==> src/drap_pkg.sv <==
// Constants, types and register map for the data ROM access port
`default_nettype none
package drap_pkg;
	localparam int ADDR_W = 19;
	localparam logic [4:0] OFS_ADDR0 = 5'h18;
	localparam logic [4:0] OFS_ADDR1 = 5'h19;
	localparam logic [4:0] OFS_ADDR2 = 5'h1a;
	localparam logic [4:0] OFS_ADDR3 = 5'h1b;
	localparam logic [4:0] OFS_DATA_LO = 5'h1c;
	localparam logic [4:0] OFS_DATA_HI = 5'h1d;
	localparam logic [4:0] OFS_ADDR_TOP = 5'h1e;
	localparam logic [4:0] OFS_NVM_START = 5'h0b;
	localparam logic [4:0] OFS_NVM_STATUS = 5'h0c;
	localparam int BIT_PROG_START = 3;
	localparam int BIT_ERASE_START = 2;
	localparam int BIT_IRQ_EN = 1;
	localparam int BIT_DONE = 0;
	localparam logic [3:0] RST_NIBBLE = 4'h0;
	localparam logic [1:0] RST_TOP = 2'h0;

	typedef enum logic [2:0] {
		OP_IDLE = 3'b001,
		OP_PROG = 3'b010,
		OP_ERASE = 3'b100
	} drap_op_e;

	// One register access from the core: common space or extended space
	typedef struct packed {
		logic wr;
		logic exio;
		logic [4:0] addr;
		logic [3:0] wdata;
	} drap_req_s;

	typedef struct packed {
		logic [3:0] a0;
		logic [3:0] a1;
		logic [3:0] a2;
		logic [3:0] a3;
		logic [1:0] a4;
		logic [3:0] dl;
		logic [3:0] dh;
		logic prog;
		logic erase;
		logic irq_en;
		logic done;
		logic refresh;
		drap_op_e op;
		logic strobe_p;
		logic strobe_e;
		logic [3:0] rdata;
		logic irq;
	} drap_state_s;
endpackage
`default_nettype wire

==> src/drap_port.sv <==
// Register access port from the 4-bit core to the flash data array
`default_nettype none
// What this block does
// - The byte address is the five address nibbles joined, nibble 0 lowest, 19 bits wide.
// - Only the low two bits of the top address nibble exist; the rest read zero and it resets to zero.
// - Each address register write, and reset, reloads one 8-bit byte from the array at the assembled address.
// - The low data register shows the low nibble read and holds the low nibble to program.
// - The high data register shows the high nibble read and holds the high nibble to program.
// - Setting the program start bit programs the held byte at the address, then the bit clears itself.
// - Setting the erase start bit runs an erase, then the bit clears itself.
// - A completion flag goes high when a program or erase finishes and is zero until then.
// - With the completion interrupt enable set, completion raises an interrupt; cleared, it does not.
module drap_port (
	input wire logic clk_i,
	input wire logic rstn_i,
	input wire drap_pkg::drap_req_s req_i,
	output logic [3:0] sfr_rdata_o,
	output logic [drap_pkg::ADDR_W-1:0] flash_addr_o,
	input wire logic [7:0] flash_rdata_i,
	output logic [7:0] flash_wdata_o,
	output logic flash_prog_o,
	output logic flash_erase_o,
	input wire logic flash_done_i,
	output logic irq_o
);
	import drap_pkg::*;

	drap_state_s s;
	drap_state_s next_s;
	logic wr_c;
	logic wr_x;

	assign wr_c = req_i.wr && !req_i.exio;
	assign wr_x = req_i.wr && req_i.exio;

	always_comb begin
		next_s = s;
		next_s.refresh = 1'b0;
		next_s.strobe_p = 1'b0;
		next_s.strobe_e = 1'b0;
		// Reload runs the cycle after the address settles, since the array read is combinational
		if (s.refresh) begin
			next_s.dl = flash_rdata_i[3:0];
			next_s.dh = flash_rdata_i[7:4];
		end
		if (wr_c) begin
			case (req_i.addr)
				OFS_ADDR0: begin
					next_s.a0 = req_i.wdata;
					next_s.refresh = 1'b1;
				end
				OFS_ADDR1: begin
					next_s.a1 = req_i.wdata;
					next_s.refresh = 1'b1;
				end
				OFS_ADDR2: begin
					next_s.a2 = req_i.wdata;
					next_s.refresh = 1'b1;
				end
				OFS_ADDR3: begin
					next_s.a3 = req_i.wdata;
					next_s.refresh = 1'b1;
				end
				OFS_ADDR_TOP: begin
					next_s.a4 = req_i.wdata[1:0];
					next_s.refresh = 1'b1;
				end
				OFS_DATA_LO: next_s.dl = req_i.wdata;
				OFS_DATA_HI: next_s.dh = req_i.wdata;
				default: ;
			endcase
		end
		if (wr_x && req_i.addr == OFS_NVM_START) begin
			// Writing zero is ignored: only hardware clears a start bit
			// A start bit set again while its own operation runs merges into it and is not queued
			next_s.prog = s.prog | req_i.wdata[BIT_PROG_START];
			next_s.erase = s.erase | req_i.wdata[BIT_ERASE_START];
		end
		if (wr_x && req_i.addr == OFS_NVM_STATUS) begin
			next_s.irq_en = req_i.wdata[BIT_IRQ_EN];
			next_s.done = s.done & req_i.wdata[BIT_DONE];
		end
		case (s.op)
			OP_IDLE: begin
				// Program wins when both start bits are set together
				if (s.prog) begin
					next_s.op = OP_PROG;
					next_s.strobe_p = 1'b1;
				end else if (s.erase) begin
					next_s.op = OP_ERASE;
					next_s.strobe_e = 1'b1;
				end
			end
			OP_PROG: begin
				if (flash_done_i) begin
					next_s.op = OP_IDLE;
					next_s.prog = 1'b0;
					next_s.done = 1'b1;
				end
			end
			OP_ERASE: begin
				if (flash_done_i) begin
					next_s.op = OP_IDLE;
					next_s.erase = 1'b0;
					next_s.done = 1'b1;
				end
			end
			default: next_s.op = OP_IDLE;
		endcase
		next_s.irq = next_s.done & next_s.irq_en;
		if (req_i.exio) begin
			case (req_i.addr)
				OFS_NVM_START: next_s.rdata = {s.prog, s.erase, 2'b00};
				OFS_NVM_STATUS: next_s.rdata = {2'b00, s.irq_en, s.done};
				default: next_s.rdata = 4'h0;
			endcase
		end else begin
			case (req_i.addr)
				OFS_ADDR0: next_s.rdata = s.a0;
				OFS_ADDR1: next_s.rdata = s.a1;
				OFS_ADDR2: next_s.rdata = s.a2;
				OFS_ADDR3: next_s.rdata = s.a3;
				OFS_ADDR_TOP: next_s.rdata = {2'b00, s.a4};
				OFS_DATA_LO: next_s.rdata = s.dl;
				OFS_DATA_HI: next_s.rdata = s.dh;
				default: next_s.rdata = 4'h0;
			endcase
		end
	end

	always_ff @(posedge clk_i or negedge rstn_i) begin
		if (!rstn_i) begin
			s.a0 <= RST_NIBBLE;
			s.a1 <= RST_NIBBLE;
			s.a2 <= RST_NIBBLE;
			s.a3 <= RST_NIBBLE;
			s.a4 <= RST_TOP;
			s.dl <= RST_NIBBLE;
			s.dh <= RST_NIBBLE;
			s.prog <= 1'b0;
			s.erase <= 1'b0;
			s.irq_en <= 1'b0;
			s.done <= 1'b0;
			s.refresh <= 1'b1;
			s.op <= OP_IDLE;
			s.strobe_p <= 1'b0;
			s.strobe_e <= 1'b0;
			s.rdata <= 4'h0;
			s.irq <= 1'b0;
		end else begin
			s <= next_s;
		end
	end

	// Bit 18 has no backing register since the top nibble keeps only two bits
	assign flash_addr_o = {1'b0, s.a4, s.a3, s.a2, s.a1, s.a0};
	assign flash_wdata_o = {s.dh, s.dl};
	assign flash_prog_o = s.strobe_p;
	assign flash_erase_o = s.strobe_e;
	assign sfr_rdata_o = s.rdata;
	assign irq_o = s.irq;

	AST_ADDR_LOW: assert property (@(posedge clk_i) disable iff (!rstn_i)
		wr_c && req_i.addr == OFS_ADDR0 |=> flash_addr_o[3:0] == $past(req_i.wdata))
		else $error("Low address nibble not taken");
	AST_ADDR_TOP: assert property (@(posedge clk_i) disable iff (!rstn_i)
		!req_i.exio && req_i.addr == OFS_ADDR_TOP |=> sfr_rdata_o[3:2] == 2'b00)
		else $error("Unimplemented top address bits read nonzero");
	AST_READ_BYTE: assert property (@(posedge clk_i) disable iff (!rstn_i)
		s.refresh && !(wr_c && (req_i.addr == OFS_DATA_LO || req_i.addr == OFS_DATA_HI))
		|=> flash_wdata_o == $past(flash_rdata_i))
		else $error("Data registers not loaded from array");
	AST_DATA_LO: assert property (@(posedge clk_i) disable iff (!rstn_i)
		wr_c && req_i.addr == OFS_DATA_LO |=> flash_wdata_o[3:0] == $past(req_i.wdata))
		else $error("Low data nibble not held");
	AST_DATA_HI: assert property (@(posedge clk_i) disable iff (!rstn_i)
		!req_i.exio && req_i.addr == OFS_DATA_HI |=> sfr_rdata_o == $past(s.dh))
		else $error("High data nibble not presented");
	AST_RELOAD: assert property (@(posedge clk_i) disable iff (!rstn_i)
		wr_c && req_i.addr == OFS_ADDR2 |=> s.refresh)
		else $error("Address change did not start a reload");
	AST_PROG: assert property (@(posedge clk_i) disable iff (!rstn_i)
		s.op == OP_IDLE && s.prog |=> flash_prog_o ##1 !flash_prog_o)
		else $error("Program strobe not one cycle");
	AST_ERASE: assert property (@(posedge clk_i) disable iff (!rstn_i)
		s.op == OP_ERASE && flash_done_i && !wr_x |=> !s.erase && s.op == OP_IDLE)
		else $error("Erase start bit not cleared at completion");
	AST_DONE: assert property (@(posedge clk_i) disable iff (!rstn_i)
		s.op != OP_IDLE && flash_done_i |=> s.done && irq_o == s.irq_en)
		else $error("Completion flag not set");
	AST_IRQ_OFF: assert property (@(posedge clk_i) disable iff (!rstn_i)
		!s.irq_en || !s.done |-> !irq_o)
		else $error("Interrupt raised while disabled");

	// Further checks on address assembly, reload, data reads, start bits, the completion flag and the interrupt
	AST_ADDR_HIGH: assert property (@(posedge clk_i) disable iff (!rstn_i)
		wr_c && req_i.addr == OFS_ADDR3 |=> flash_addr_o[15:12] == $past(req_i.wdata))
		else $error("High address nibble not taken");
	AST_ADDR_TOP_WR: assert property (@(posedge clk_i) disable iff (!rstn_i)
		wr_c && req_i.addr == OFS_ADDR_TOP |=> flash_addr_o[18:16] == {1'b0, $past(req_i.wdata[1:0])})
		else $error("Top address bits not taken as two bits");
	AST_RELOAD_TOP: assert property (@(posedge clk_i) disable iff (!rstn_i)
		wr_c && req_i.addr == OFS_ADDR_TOP |=> s.refresh)
		else $error("Top address change did not start a reload");
	AST_DATA_LO_READ: assert property (@(posedge clk_i) disable iff (!rstn_i)
		!req_i.exio && req_i.addr == OFS_DATA_LO |=> sfr_rdata_o == $past(s.dl))
		else $error("Low data nibble not presented");
	AST_PROG_CLEAR: assert property (@(posedge clk_i) disable iff (!rstn_i)
		s.op == OP_PROG && flash_done_i |=> !s.prog && s.op == OP_IDLE)
		else $error("Program start bit not cleared at completion");
	AST_ERASE_PULSE: assert property (@(posedge clk_i) disable iff (!rstn_i)
		s.op == OP_IDLE && !s.prog && s.erase |=> flash_erase_o ##1 !flash_erase_o)
		else $error("Erase strobe not one cycle");
	AST_DONE_HOLD: assert property (@(posedge clk_i) disable iff (!rstn_i)
		s.done && !(wr_x && req_i.addr == OFS_NVM_STATUS && !req_i.wdata[BIT_DONE]) |=> s.done)
		else $error("Completion flag dropped without a clear");
	AST_DONE_QUIET: assert property (@(posedge clk_i) disable iff (!rstn_i)
		!s.done && !(s.op != OP_IDLE && flash_done_i) |=> !s.done)
		else $error("Completion flag rose without a completion");
	AST_IRQ_ON: assert property (@(posedge clk_i) disable iff (!rstn_i)
		s.irq_en && s.done |-> irq_o)
		else $error("Interrupt missing while enabled and done");
endmodule
`default_nettype wire

==> config.mk <==
export PLATFORM = sky130hd
export DESIGN_NAME = drap_port
export DESIGN_NICKNAME = d
export VERILOG_FILES = /design/src/drap_pkg.sv /design/src/drap_port.sv
export SDC_FILE = /design/constraint.sdc
export NUM_CORES = 1
export LEC_CHECK = 0
export ABC_AREA = 1
export BUFFER_PORTS_ARGS = -buffer_cell sky130_fd_sc_hd__buf_2
export CAP_MARGIN = 10
export CORE_UTILIZATION = 32
export DETAILED_ROUTE_END_ITERATION = 6
export GPL_ROUTABILITY_DRIVEN = 0
export HOLD_SLACK_MARGIN = 0.02
export SLEW_MARGIN = 20
export SYNTH_ARGS = -nofsm -noshare
export SYNTH_HDL_FRONTEND = slang
export SYNTH_SLANG_ARGS = --single-unit
==> constraint.sdc <==
create_clock -name clk_i -period 2.5 [get_ports clk_i]
set_clock_uncertainty 0.2 [all_clocks]
set_input_delay 0.375 -clock clk_i [delete_from_list [all_inputs] [get_ports clk_i]]
set_output_delay 0.375 -clock clk_i [all_outputs]
set_load 0.01 [all_outputs]
# Yosys cells after proc, flatten, opt, wreduce, memory -nomap -nowiden
# Index checks and enable logic that the tools add are counted.
totals:
  out_inout_bits: 34
  regBits: 41
  inputBits: 22
  wordCells: 73
op_classes:
  n_reduce_logical: 13
  n_eq_ne: 14
  n_mux: 25
  n_bitwise: 4
ops:
  columns: ["cell", "count"]
  rows:
  - ["== test 5 bit (second input constant)", 7]
  - ["one-hot mux 4 bit (7 select lines)", 1]
  - ["two-way mux 8 bit", 2]
  - ["two-way mux 4 bit", 3]
  - ["AND reduction 2 bit", 6]
  - ["two-way mux 1 bit", 11]
  - ["== test 5 x 4 -> 1 bit (second input constant)", 2]
  - ["two-way mux 3 bit", 3]
  - ["one-hot mux 4 bit (2 select lines)", 1]
  - ["two-way mux 2 bit", 3]
  - ["one-hot mux 3 bit (2 select lines)", 1]
  - ["OR reduction 5 bit", 1]
  - ["logical AND 1 bit", 4]
  - ["== test 3 x 1 -> 1 bit (second input constant)", 1]
  - ["== test 3 x 2 -> 1 bit (second input constant)", 1]
  - ["== test 3 bit (second input constant)", 1]
  - ["inequality test 3 bit (second input constant)", 1]
  - ["AND 1 bit", 2]
  - ["inequality test 2 x 1 -> 1 bit (second input constant)", 1]
  - ["OR 1 bit", 2]
  - ["OR reduction 2 bit", 1]
  - ["zero test 1 bit", 1]

# Logic depth before layout (Yosys ltp)
# Gate-level depths: netlist of run 1.
logic_depth:
  ltp_word: 6
  mapped_depth: 9
  ltp_nobuf: 9

# Worst setup path after synthesis of run 1
# Ideal clock, no wire load.
synth_timing:
  kind: "flip-flop to flip-flop"
  start: "register s[10] (netlist name)"
  end: "register s (netlist bit flash_wdata_o[6])"
  n_path_buf: 1
  setup_ps: 131
  synth_period_minus_slack_ps: 1465
  required_ps: 2169
  stages_incl_launch_ff: 4
  slack_ps: 1035
  t_arrival_ps: 1134
  cell_sequence: "dfstp_2 > clkbuf_1 > mux2i_1 > a21oi_1"
synth_lines:
  columns: ["element", "line_no", "rtl"]
  rows:
  - ["start: declaration", "drap_port.sv:28", "drap_state_s s;"]
  - ["start signal: assignment", "drap_port.sv:151", "s <= next_s;"]

# Worst setup path after layout of run 1
layout_timing:
  start: "input port req_i[8] (netlist name)"
  end: "register s (netlist bit flash_addr_o[3])"
layout_between:
  elab_chain_cells: 2
layout_rtl:
  columns: ["element", "line_no", "rtl"]
  rows:
  - ["start: declaration", "drap_port.sv:16", "input wire drap_pkg::drap_req_s req_i,"]
  - ["== test 5 bit", "drap_port.sv:47", "case (req_i.addr)"]
  - ["AND reduction 2 bit (no source line)", null, null]
# Every way passes these cells.
# A chain may end at the register's enable or synchronous reset.

==> results of run 1 <==
==> layout make-up <==
cell class,count,area [sq um]
fill,709,4270
sequential,41,1030
multi-input combinational,182,860
timing repair buffer,56,288
inverter,28,105
tap,80,100
clock buffer,7,96.3
clock inverter,1,5.00
==> cell usage after synthesis, types with 2 or more instances <==
master   instances  share of area (%)
dfrtp_1         39                 44
inv_1           22                3.7
nor2_2           6                1.7
nand2_1         80                 13
mux2i_1          6                2.7
nand2_2          2               0.56
o21ai_1         16                3.6
dfstp_2          2                2.4
nand3_1         14                3.1
nand4_1          4                1.1
a21oi_1          7                1.6
nor3_1           4               0.90
o21ai_2          2               0.78
inv_2            5               0.84
nor2_1          23                3.9
a22oi_1          2               0.67
buf_4           31                 10
nor3b_1          2               0.67
o21ai_0         10                2.2
==> metal layers <==
| metal | wire (um) | GRT usage, % |
|---|---|---|
| met1 | 2520 | 19.6 |
| met2 | 2540 | 25.0 |
| met3 | 152 | 2.69 |
| met4 | 53 | 5.15 |
| met5 | 0 | 0 |
==> sequential cells by signal, indices dropped and copies added, names as in the netlist <==
| name | count |
|---|---|
| flash_wdata_o | 8 |
| flash_erase_o | 1 |
| flash_prog_o | 1 |
| s | 8 |
| flash_addr_o | 18 |
| sfr_rdata_o | 4 |
| irq_o | 1 |
==> how the worst max path moves through the flow <==
stage	depth (start not counted)	startpoint	to
final	5	req_i[8]	flash_addr_o[3]
after global routing	5	req_i[8]	flash_addr_o[3]
after CTS	3	rstn_i	s[7]
after detailed placement	5	req_i[8]	flash_addr_o[3]
after global placement	6	req_i[8]	flash_addr_o[12]
after floorplan	3	s[10]	flash_wdata_o[6]
==> logic make-up after synthesis <==
kind of cell    Yosys count
buf+inv                  61
compound gates           38
other cells               1
flops                    41
simple gates            137
mux                       6
==> metrics by stage <==
stage	setup WS, ps	util (%)	instance area [sq um]	hold slack (ps)	power [W]
after floorplan	1030	-	2230	-121	0.00130
after global placement	796	35.1	2370	156	0.00139
after detailed placement	688	35.1	2370	159	0.00141
after CTS	965	36.7	2480	124	0.00188
after global routing	852	36.7	2480	145	0.00199
final	998	36.7	2480	132	0.00187
==> power by group through the flow <==
stage	registers, W	logic (W)	clock network (W)
CTS	0.000912	0.000487	0.000486
floorplan	0.000901	0.000397	0
finish	0.000912	0.000482	0.000475
detailed placement	0.000925	0.000483	0
global route	0.000929	0.000552	0.000513
global placement	0.000921	0.000473	0
==> repair_timing <==
item	4_1_cts	5_1_grt
hold buffers	1	0
endpoints found under the hold margin	18	0
gates resized for setup	0	0
==> results.py, run 1 <==
metrics = {
    "grt": {
        "antenna_found_initial": 0,
        "overflow": 0,
        "track_usage_pct": 15.0,
        "grt_max_degree": 23,
        "first_global_vias": 1762,
        "grt_pass1_wl_mm": 8.45,
    },
    "floorplanning": {
        "die_area_sq_um": 7320,
        "die_x_um": 85.6,
        "ios": 56,
        "num_rows": 30,
        "start_util_pct": 33.1,
        "die-height_um": 85.6,
        "core_area_sq_um": 6760,
    },
    "critical_path": {
        "crit_family": "simple AND/OR/NAND/NOR gates",
        "r2r_cells": 6,
        "slowest_stage": "nand3_1",
        "rr_startpoint": "s[7]",
        "arrival_ps": 1510,
        "cpPeakStageDelay_ps": 250,
        "rrSetupSlack_ps": 1020,
        "path_class": "in -> reg",
        "cp_max_fo": 13,
        "critPathCaptureType": "flip-flop",
        "required_ps": 2500,
        "path_buf_inv": 1,
        "crit_chain": "buf_2 > nand3_1 > nor2_1 > nand2_1 > o21ai_0",
        "startpoint_type": "input pin",
        "r2r-end": "s[8]",
    },
    "route": {
        "drt-total-wl_mm": 5.27,
        "wire_per_inst_um": 13.3,
        "drc": 0,
        "dr.pass1.iters": 4,
        "drt_iter0_drc": 128,
        "final_antenna_net_count": 0,
        "via_per_inst": 4.61,
        "vias": 1821,
    },
    "power": {
        "power_switching_w": 0.000624,
        "max-vdd-ir-drop_mv": 0.243,
        "p_leak_nw": 1.32,
        "p_int_w": 0.00125,
        "share_comb_of_total_power_pct": 25.8,
        "seqPwrFrac_pct": 48.8,
        "power_density_nw_per_um2": 753,
        "clock_power_share_pct": 25.4,
        "switching_share_pct": 33.4,
    },
    "min_path": {
        "whs_endpoint": "s[14]",
        "min_from": "flash_done_i",
        "holdPathStages": 2,
        "hold_class": "in -> reg",
    },
    "synthesis": {
        "netlist-cell-type-count": 26,
        "synth-simple-area-share_pct": 26.4,
        "netlist_instances": 284,
        "muxShareOfSynthArea_pct": 2.69,
        "synth_top_family_by_area": "simple AND/OR/NAND/NOR gates",
        "syn_nets": 306,
        "synth.avg_cell_area_sq_um": 7.87,
        "syn_area_sq_um": 2230,
        "async_reset_ff_share_pct": 100,
        "synth_compound_area_share_pct": 9.24,
        "ys.warnings.count": 0,
        "synth_edf_count": 0,
        "yosysSeqAreaShare_pct": 46.0,
        "ys_seq_elements": 41,
        "synthAdderAreaFrac_pct": 0,
        "synth_xor_area_share_pct": 0,
        "synth-main-ff-cell": "dfrtp_1",
    },
    "finish": {
        "area_delta_synth_final_pct": 11.1,
        "nets": 336,
        "antenna-diode-count": 0,
        "layout_common_cells": "80 x nand2_1, 54 x buf_2, 39 x dfrtp_1, 23 x nor2_1, 22 x inv_1",
        "instances_no_fill": 395,
        "final_common_cell": "nand2_1",
        "drive_gt1_share_pct": 26.3,
    },
    "cts": {
        "clkSinkCount": 41,
        "cts_buffers": 5,
        "clk_latency_ps": 290,
        "htree_levels": 2,
        "clk_path_buf_depth": 2,
        "ctsRootBufferMaster": "clkbuf_8",
        "cts_tree": "built",
        "path_clk_slew_ps": 80,
        "cts_setup_buffers": 0,
    },
    "flow_run": {
        "cap_violations": 0,
    },
    "sta": {
        "min_period_ps": 1500,
        "finalSetupViolations": 0,
        "rsz0062_at_grt": "false",
        "tns_ps": 0,
        "drv_slew": 0,
        "fmax_mhz": 666,
        "finalCritPeriodShare_pct": 60.1,
        "finalHoldViolations": 0,
    },
    "place": {
        "place.port_buffers": 54,
        "dp.cells": 386,
        "place_hpwl_mm": 4.15,
    },
    "run_status": {
        "outcome": "finished clean",
    },
}
(Power assumes the default switching activity.)
==> run 2, diff against run 1 <==
Clock period 2.5 ns to 1.45 ns, I/O delays scaled along.
==> run 2 against run 1 <==
Compared with the run above:
- combinational power grew 93%
- largest power group unchanged
- worst hold slack lost 100 ps
- non-clock buffer count grew 12
- sequential share of layout area shrank 1.9 points
- clock power grew 71%
- final area grew 4.9%
- worst setup slack lost 930 ps
- core utilization grew 1.8 points
- total power grew 77%
- critical path depth grew 1
- largest cell class unchanged
- clock-buffer cell count is the same
==> results.py, run 2 (synthesis results as in run 1) <==
metrics = {
    "finish": {
        "antenna-diode-count": 0,
        "final_core_util_pct": 38.5,
        "nets": 348,
        "area_delta_synth_final_pct": 16.5,
        "final_common_cell": "nand2_1",
        "drive_gt1_share_pct": 28.7,
        "finalInstanceArea_sq_um": 2600,
        "fillers": 718,
        "largest_register_ffs": 18,
        "layout_common_cells": "79 x nand2_1, 54 x buf_2, 39 x dfrtp_1, 22 x nor2_1, 22 x inv_1",
    },
    "sta": {
        "finalCritPeriodShare_pct": 95.5,
        "finalHoldViolations": 0,
        "min_period_ps": 1380,
        "tns_ps": 0,
        "finalSetupViolations": 0,
        "fmax_mhz": 722,
        "drv_slew": 0,
        "layout_setup_ws_ps": 65.8,
    },
    "grt": {
        "overflow": 0,
        "grt-busiest-layer": "met2",
        "grt_max_degree": 42,
        "track_usage_pct": 15.5,
        "antenna_found_initial": 0,
        "met1_usage_pct": 20.1,
        "use_met3_pct": 2.60,
        "grt_use_met2_pct": 26.5,
        "first_global_vias": 1785,
        "grt_pass1_wl_mm": 8.71,
    },
    "route": {
        "drt-total-wl_mm": 5.37,
        "wire_per_inst_um": 13.2,
        "via_per_inst": 4.64,
        "drc": 0,
        "final_antenna_net_count": 0,
        "vias": 1888,
        "dr.pass1.iters": 4,
        "drt_iter0_drc": 126,
    },
    "critical_path": {
        "cp-startpoint": "s[7]",
        "cpPeakStageDelay_ps": 530,
        "path_buf_inv": 0,
        "startpoint_type": "flip-flop",
        "crit_family": "flip-flops",
        "path_class": "reg -> reg",
        "crit_chain": "nand3_1 > nor2_2 > nand2_2 > o21ai_2 > nand2_1 > o21ai_0",
        "arrival_ps": 1390,
        "critPathCaptureType": "flip-flop",
        "cp_max_fo": 3,
        "slowest_stage": "dfstp_2",
        "rr_startpoint": "s[7]",
        "required_ps": 1460,
    },
    "cts": {
        "htree_levels": 2,
        "clkSinkCount": 41,
        "clk_path_buf_depth": 2,
        "ctsRootBufferMaster": "clkbuf_8",
        "cts_setup_buffers": 0,
        "cts_tree": "built",
        "clk_latency_ps": 290,
        "path_clk_slew_ps": 80,
        "cts_buffers": 5,
    },
    "min_path": {
        "hold_class": "in -> reg",
        "min_from": "flash_rdata_i[2]",
    },
    "floorplanning": {
        "die_x_um": 85.6,
        "start_util_pct": 33.1,
        "ios": 56,
        "core_area_sq_um": 6760,
        "die-height_um": 85.6,
        "num_rows": 30,
        "die_area_sq_um": 7320,
    },
    "place": {
        "post-place-ws_ps": -47.0,
        "place.port_buffers": 54,
        "postPlaceCellArea_sq_um": 2440,
        "place_hpwl_mm": 4.04,
    },
    "run_status": {
        "outcome": "finished clean",
    },
    "power": {
        "share_comb_of_total_power_pct": 28.1,
        "power_density_nw_per_um2": 1270,
        "clock_power_share_pct": 24.6,
        "max-vdd-ir-drop_mv": 0.422,
        "power_switching_w": 0.00110,
        "switching_share_pct": 33.1,
        "p_int_w": 0.00221,
        "seqPwrFrac_pct": 47.4,
        "p_leak_nw": 1.38,
    },
    "flow_run": {
        "cap_violations": 0,
    },
}
[run 2: layout make-up]
class,instances,area [sq um],area share [%]
flip-flops and latches,41,1030,39.5
multi-input cells,182,868,33.3
repair buffers,68,400,15.4
inverters,28,105,4.04
well taps,80,100,3.84
clock buffers,7,96.3,3.70
clock inverters,1,5.00,0.192
[run 2: per-layer routing]
metal	up-vias	part of all wire [%]
met4	0	1.3
li1	965	-
met3	6	4.6
met5	-	0
met1	867	46
met2	50	48
[run 2: stage by stage]
step	power, W	hold WS (ps)	instances
floorplan	0.00224	-278	284
global placement	0.00245	6.36	394
detailed placement	0.00247	9.59	394
CTS	0.00330	30.8	407
global route	0.00354	46.1	407
finish	0.00331	30.8	407
[run 2: final timing paths]
path | to | slack, ps | cells past startpoint
max | s[8] | 70 | 6
min | flash_wdata_o[2] | 30 | 3
max reg2reg | s[8] | 70 | 6
min reg2reg | sfr_rdata_o[2] | 290 | 2
max in group asynchronous | s[7] | 570 | 3
min in group asynchronous | flash_addr_o[2] | 220 | 3
[run 2: worst register-to-register path: stages, from the launching register on]
cell     delay [ps]
dfstp_2         530
nand3_1         110
nor2_2          170
nand2_2          70
o21ai_2          70
nand2_1          70
o21ai_0          80
[run 2: repair_timing]
item                                   in CTS  in global routing
setup endpoints to repair                   0                  3
resized for setup                           0                  4
hold buffers                                5                  0
endpoints found under the hold margin      46                  0
[run 2: power groups by stage]
stage	sequential (W)	combinational (W)	clock, W
finish	0.00157	0.000928	0.000812
global placement	0.00159	0.000867	0
detailed placement	0.00159	0.000884	0
global route	0.00160	0.00105	0.000888
floorplan	0.00155	0.000684	0
CTS	0.00157	0.000899	0.000836
==> run 3, diff against run 2 <==
Settings changed: CORE_MARGIN from default to 4.
==> run 3 against run 2 <==
Compared with the run above:
- final cell count up 3.7%
- clock-buffer cell count is 1 lower
- critical path depth stayed put
- worst setup slack better by 24 ps
- first-iteration DRC count up 9.5%
- sequential power hardly changed
- sequential cell count unchanged
- core utilization fell by 0.34 points
- total power down 2.9%
- final area decreased by 0.34%
- die area rose by 15%
- clock power is 12% lower
- largest power group unchanged
==> results.py, run 3 (synthesis results as in run 1) <==
metrics = {
    "cts": {
        "clk_path_buf_depth": 2,
        "cts_setup_buffers": 0,
        "path_clk_slew_ps": 70,
        "clkSinkCount": 41,
        "cts_buffers": 5,
        "ctsRootBufferMaster": "clkbuf_8",
        "htree_levels": 2,
        "cts_tree": "built",
        "clk_latency_ps": 290,
    },
    "power": {
        "p_int_w": 0.00211,
        "power_density_nw_per_um2": 1240,
        "clock_power_share_pct": 22.3,
        "max-vdd-ir-drop_mv": 0.367,
        "power_w": 0.00321,
        "switching_share_pct": 34.3,
        "p_leak_nw": 1.36,
        "power_switching_w": 0.00110,
        "seqPwrFrac_pct": 48.9,
        "share_comb_of_total_power_pct": 28.8,
    },
    "grt": {
        "grt_pass1_wl_mm": 9.26,
        "track_usage_pct": 14.0,
        "overflow": 0,
        "antenna_found_initial": 0,
        "first_global_vias": 1874,
        "grt_max_degree": 42,
    },
    "critical_path": {
        "endpoint": "s[8]",
        "cpPeakStageDelay_ps": 530,
        "crit_chain": "nand3_1 > nor2_2 > nand2_1 > o21ai_2 > nand2_1 > o21ai_0",
        "rrSetupSlack_ps": 90,
        "arrival_ps": 1360,
        "r2r-end": "s[8]",
        "rr_startpoint": "s[7]",
        "slowest_stage": "dfstp_2",
        "cp-startpoint": "s[7]",
        "cp_max_fo": 3,
        "path_class": "reg -> reg",
        "critPathCaptureType": "flip-flop",
        "r2r_cells": 6,
        "startpoint_type": "flip-flop",
        "required_ps": 1450,
        "cp_common_cell": "nand2_1",
    },
    "floorplanning": {
        "num_rows": 30,
        "core_area_sq_um": 6790,
        "ios": 56,
        "die_area_sq_um": 8380,
        "die_x_um": 91.6,
        "die-height_um": 91.6,
        "start_util_pct": 32.9,
    },
    "route": {
        "final_antenna_net_count": 0,
        "drt_iter0_drc": 138,
        "wire_per_inst_um": 13.3,
        "vias": 1890,
        "drt-total-wl_mm": 5.60,
        "drc": 0,
        "dr.pass1.iters": 4,
        "via_per_inst": 4.48,
    },
    "finish": {
        "finalInstanceArea_sq_um": 2590,
        "layout_common_cells": "80 x nand2_1, 54 x buf_2, 39 x dfrtp_1, 22 x nor2_1, 22 x inv_1",
        "final_core_util_pct": 38.2,
        "nets": 347,
        "largest_register_ffs": 18,
        "instances_no_fill": 422,
        "final_common_cell": "nand2_1",
        "fillers": 723,
        "drive_gt1_share_pct": 27.9,
        "area_delta_synth_final_pct": 16.1,
        "antenna-diode-count": 0,
    },
    "sta": {
        "drv_slew": 0,
        "finalSetupViolations": 0,
        "finalHoldViolations": 0,
        "tns_ps": 0,
        "finalCritPeriodShare_pct": 93.8,
        "min_period_ps": 1360,
        "fmax_mhz": 735,
        "rsz0062_at_grt": "true",
    },
    "min_path": {
        "hold_class": "in -> reg",
    },
    "flow_run": {
        "cap_violations": 0,
    },
    "place": {
        "postPlaceCellArea_sq_um": 2460,
        "place_hpwl_mm": 4.32,
        "place.port_buffers": 54,
        "dp.cells": 409,
    },
    "run_status": {
        "outcome": "finished clean",
    },
}
## run 3: cell type report
| class | instances | area (sq um) | area share (%) |
|---|---|---|---|
| inverters | 28 | 105 | 4.05 |
| multi-input cells | 182 | 866 | 33.4 |
| repair buffers | 67 | 393 | 15.1 |
| flip-flops and latches | 41 | 1030 | 39.6 |
| clock inverters | 2 | 10.0 | 0.386 |
| well taps | 96 | 120 | 4.63 |
| clock buffers | 6 | 72.6 | 2.80 |
## run 3: power by group through the flow
stage	sequential (W)	clock [W]	combinational, W
2_1_floorplan	0.00155	0	0.000684
3_3_place_gp	0.00159	0	0.000880
3_5_place_dp	0.00159	0	0.000893
4_1_cts	0.00157	0.000734	0.000906
5_1_grt	0.00160	0.000799	0.00105
6_report	0.00157	0.000718	0.000925
## run 3: metal layers
layer	share of wire [%]	global-route usage [%]
met1	45	17.9
met3	4.8	2.73
met5	0	0
met4	2.0	5.15
met2	49	23.2
## run 3: worst min path at each step
stage	startpoint	slack, ps	depth (start not counted)	to
after floorplan	rstn_i	-280	0	flash_addr_o[0]
after global placement	rstn_i	2	2	flash_addr_o[2]
after detailed placement	rstn_i	7	2	flash_addr_o[0]
after CTS	flash_rdata_i[2]	20	3	flash_wdata_o[2]
after global routing	flash_rdata_i[6]	40	3	flash_wdata_o[6]
final	flash_rdata_i[2]	30	3	flash_wdata_o[2]
## run 3: stage by stage
| stage | hold WS [ps] | setup WS [ps] |
|---|---|---|
| 5_1_grt | 39.5 | -30.5 |
| 4_1_cts | 22.8 | 19.6 |
| 3_5_place_dp | 7.05 | -3.21 |
| 6_report | 26.2 | 89.7 |
| 2_1_floorplan | -278 | 128 |
| 3_3_place_gp | 2.44 | 11.5 |
## run 3: repair_timing
action                                  4_1_cts  5_1_grt
resized for setup                             0        4
endpoints found under the setup margin        0        3
hold buffers                                  5        0
endpoints found under the hold margin        46        0
## run 3: critical path: cells and delay by family, from the launching register on
family          cells  cell delay [ps]
compound gates      2              170
flops               1              530
simple gates        4              370
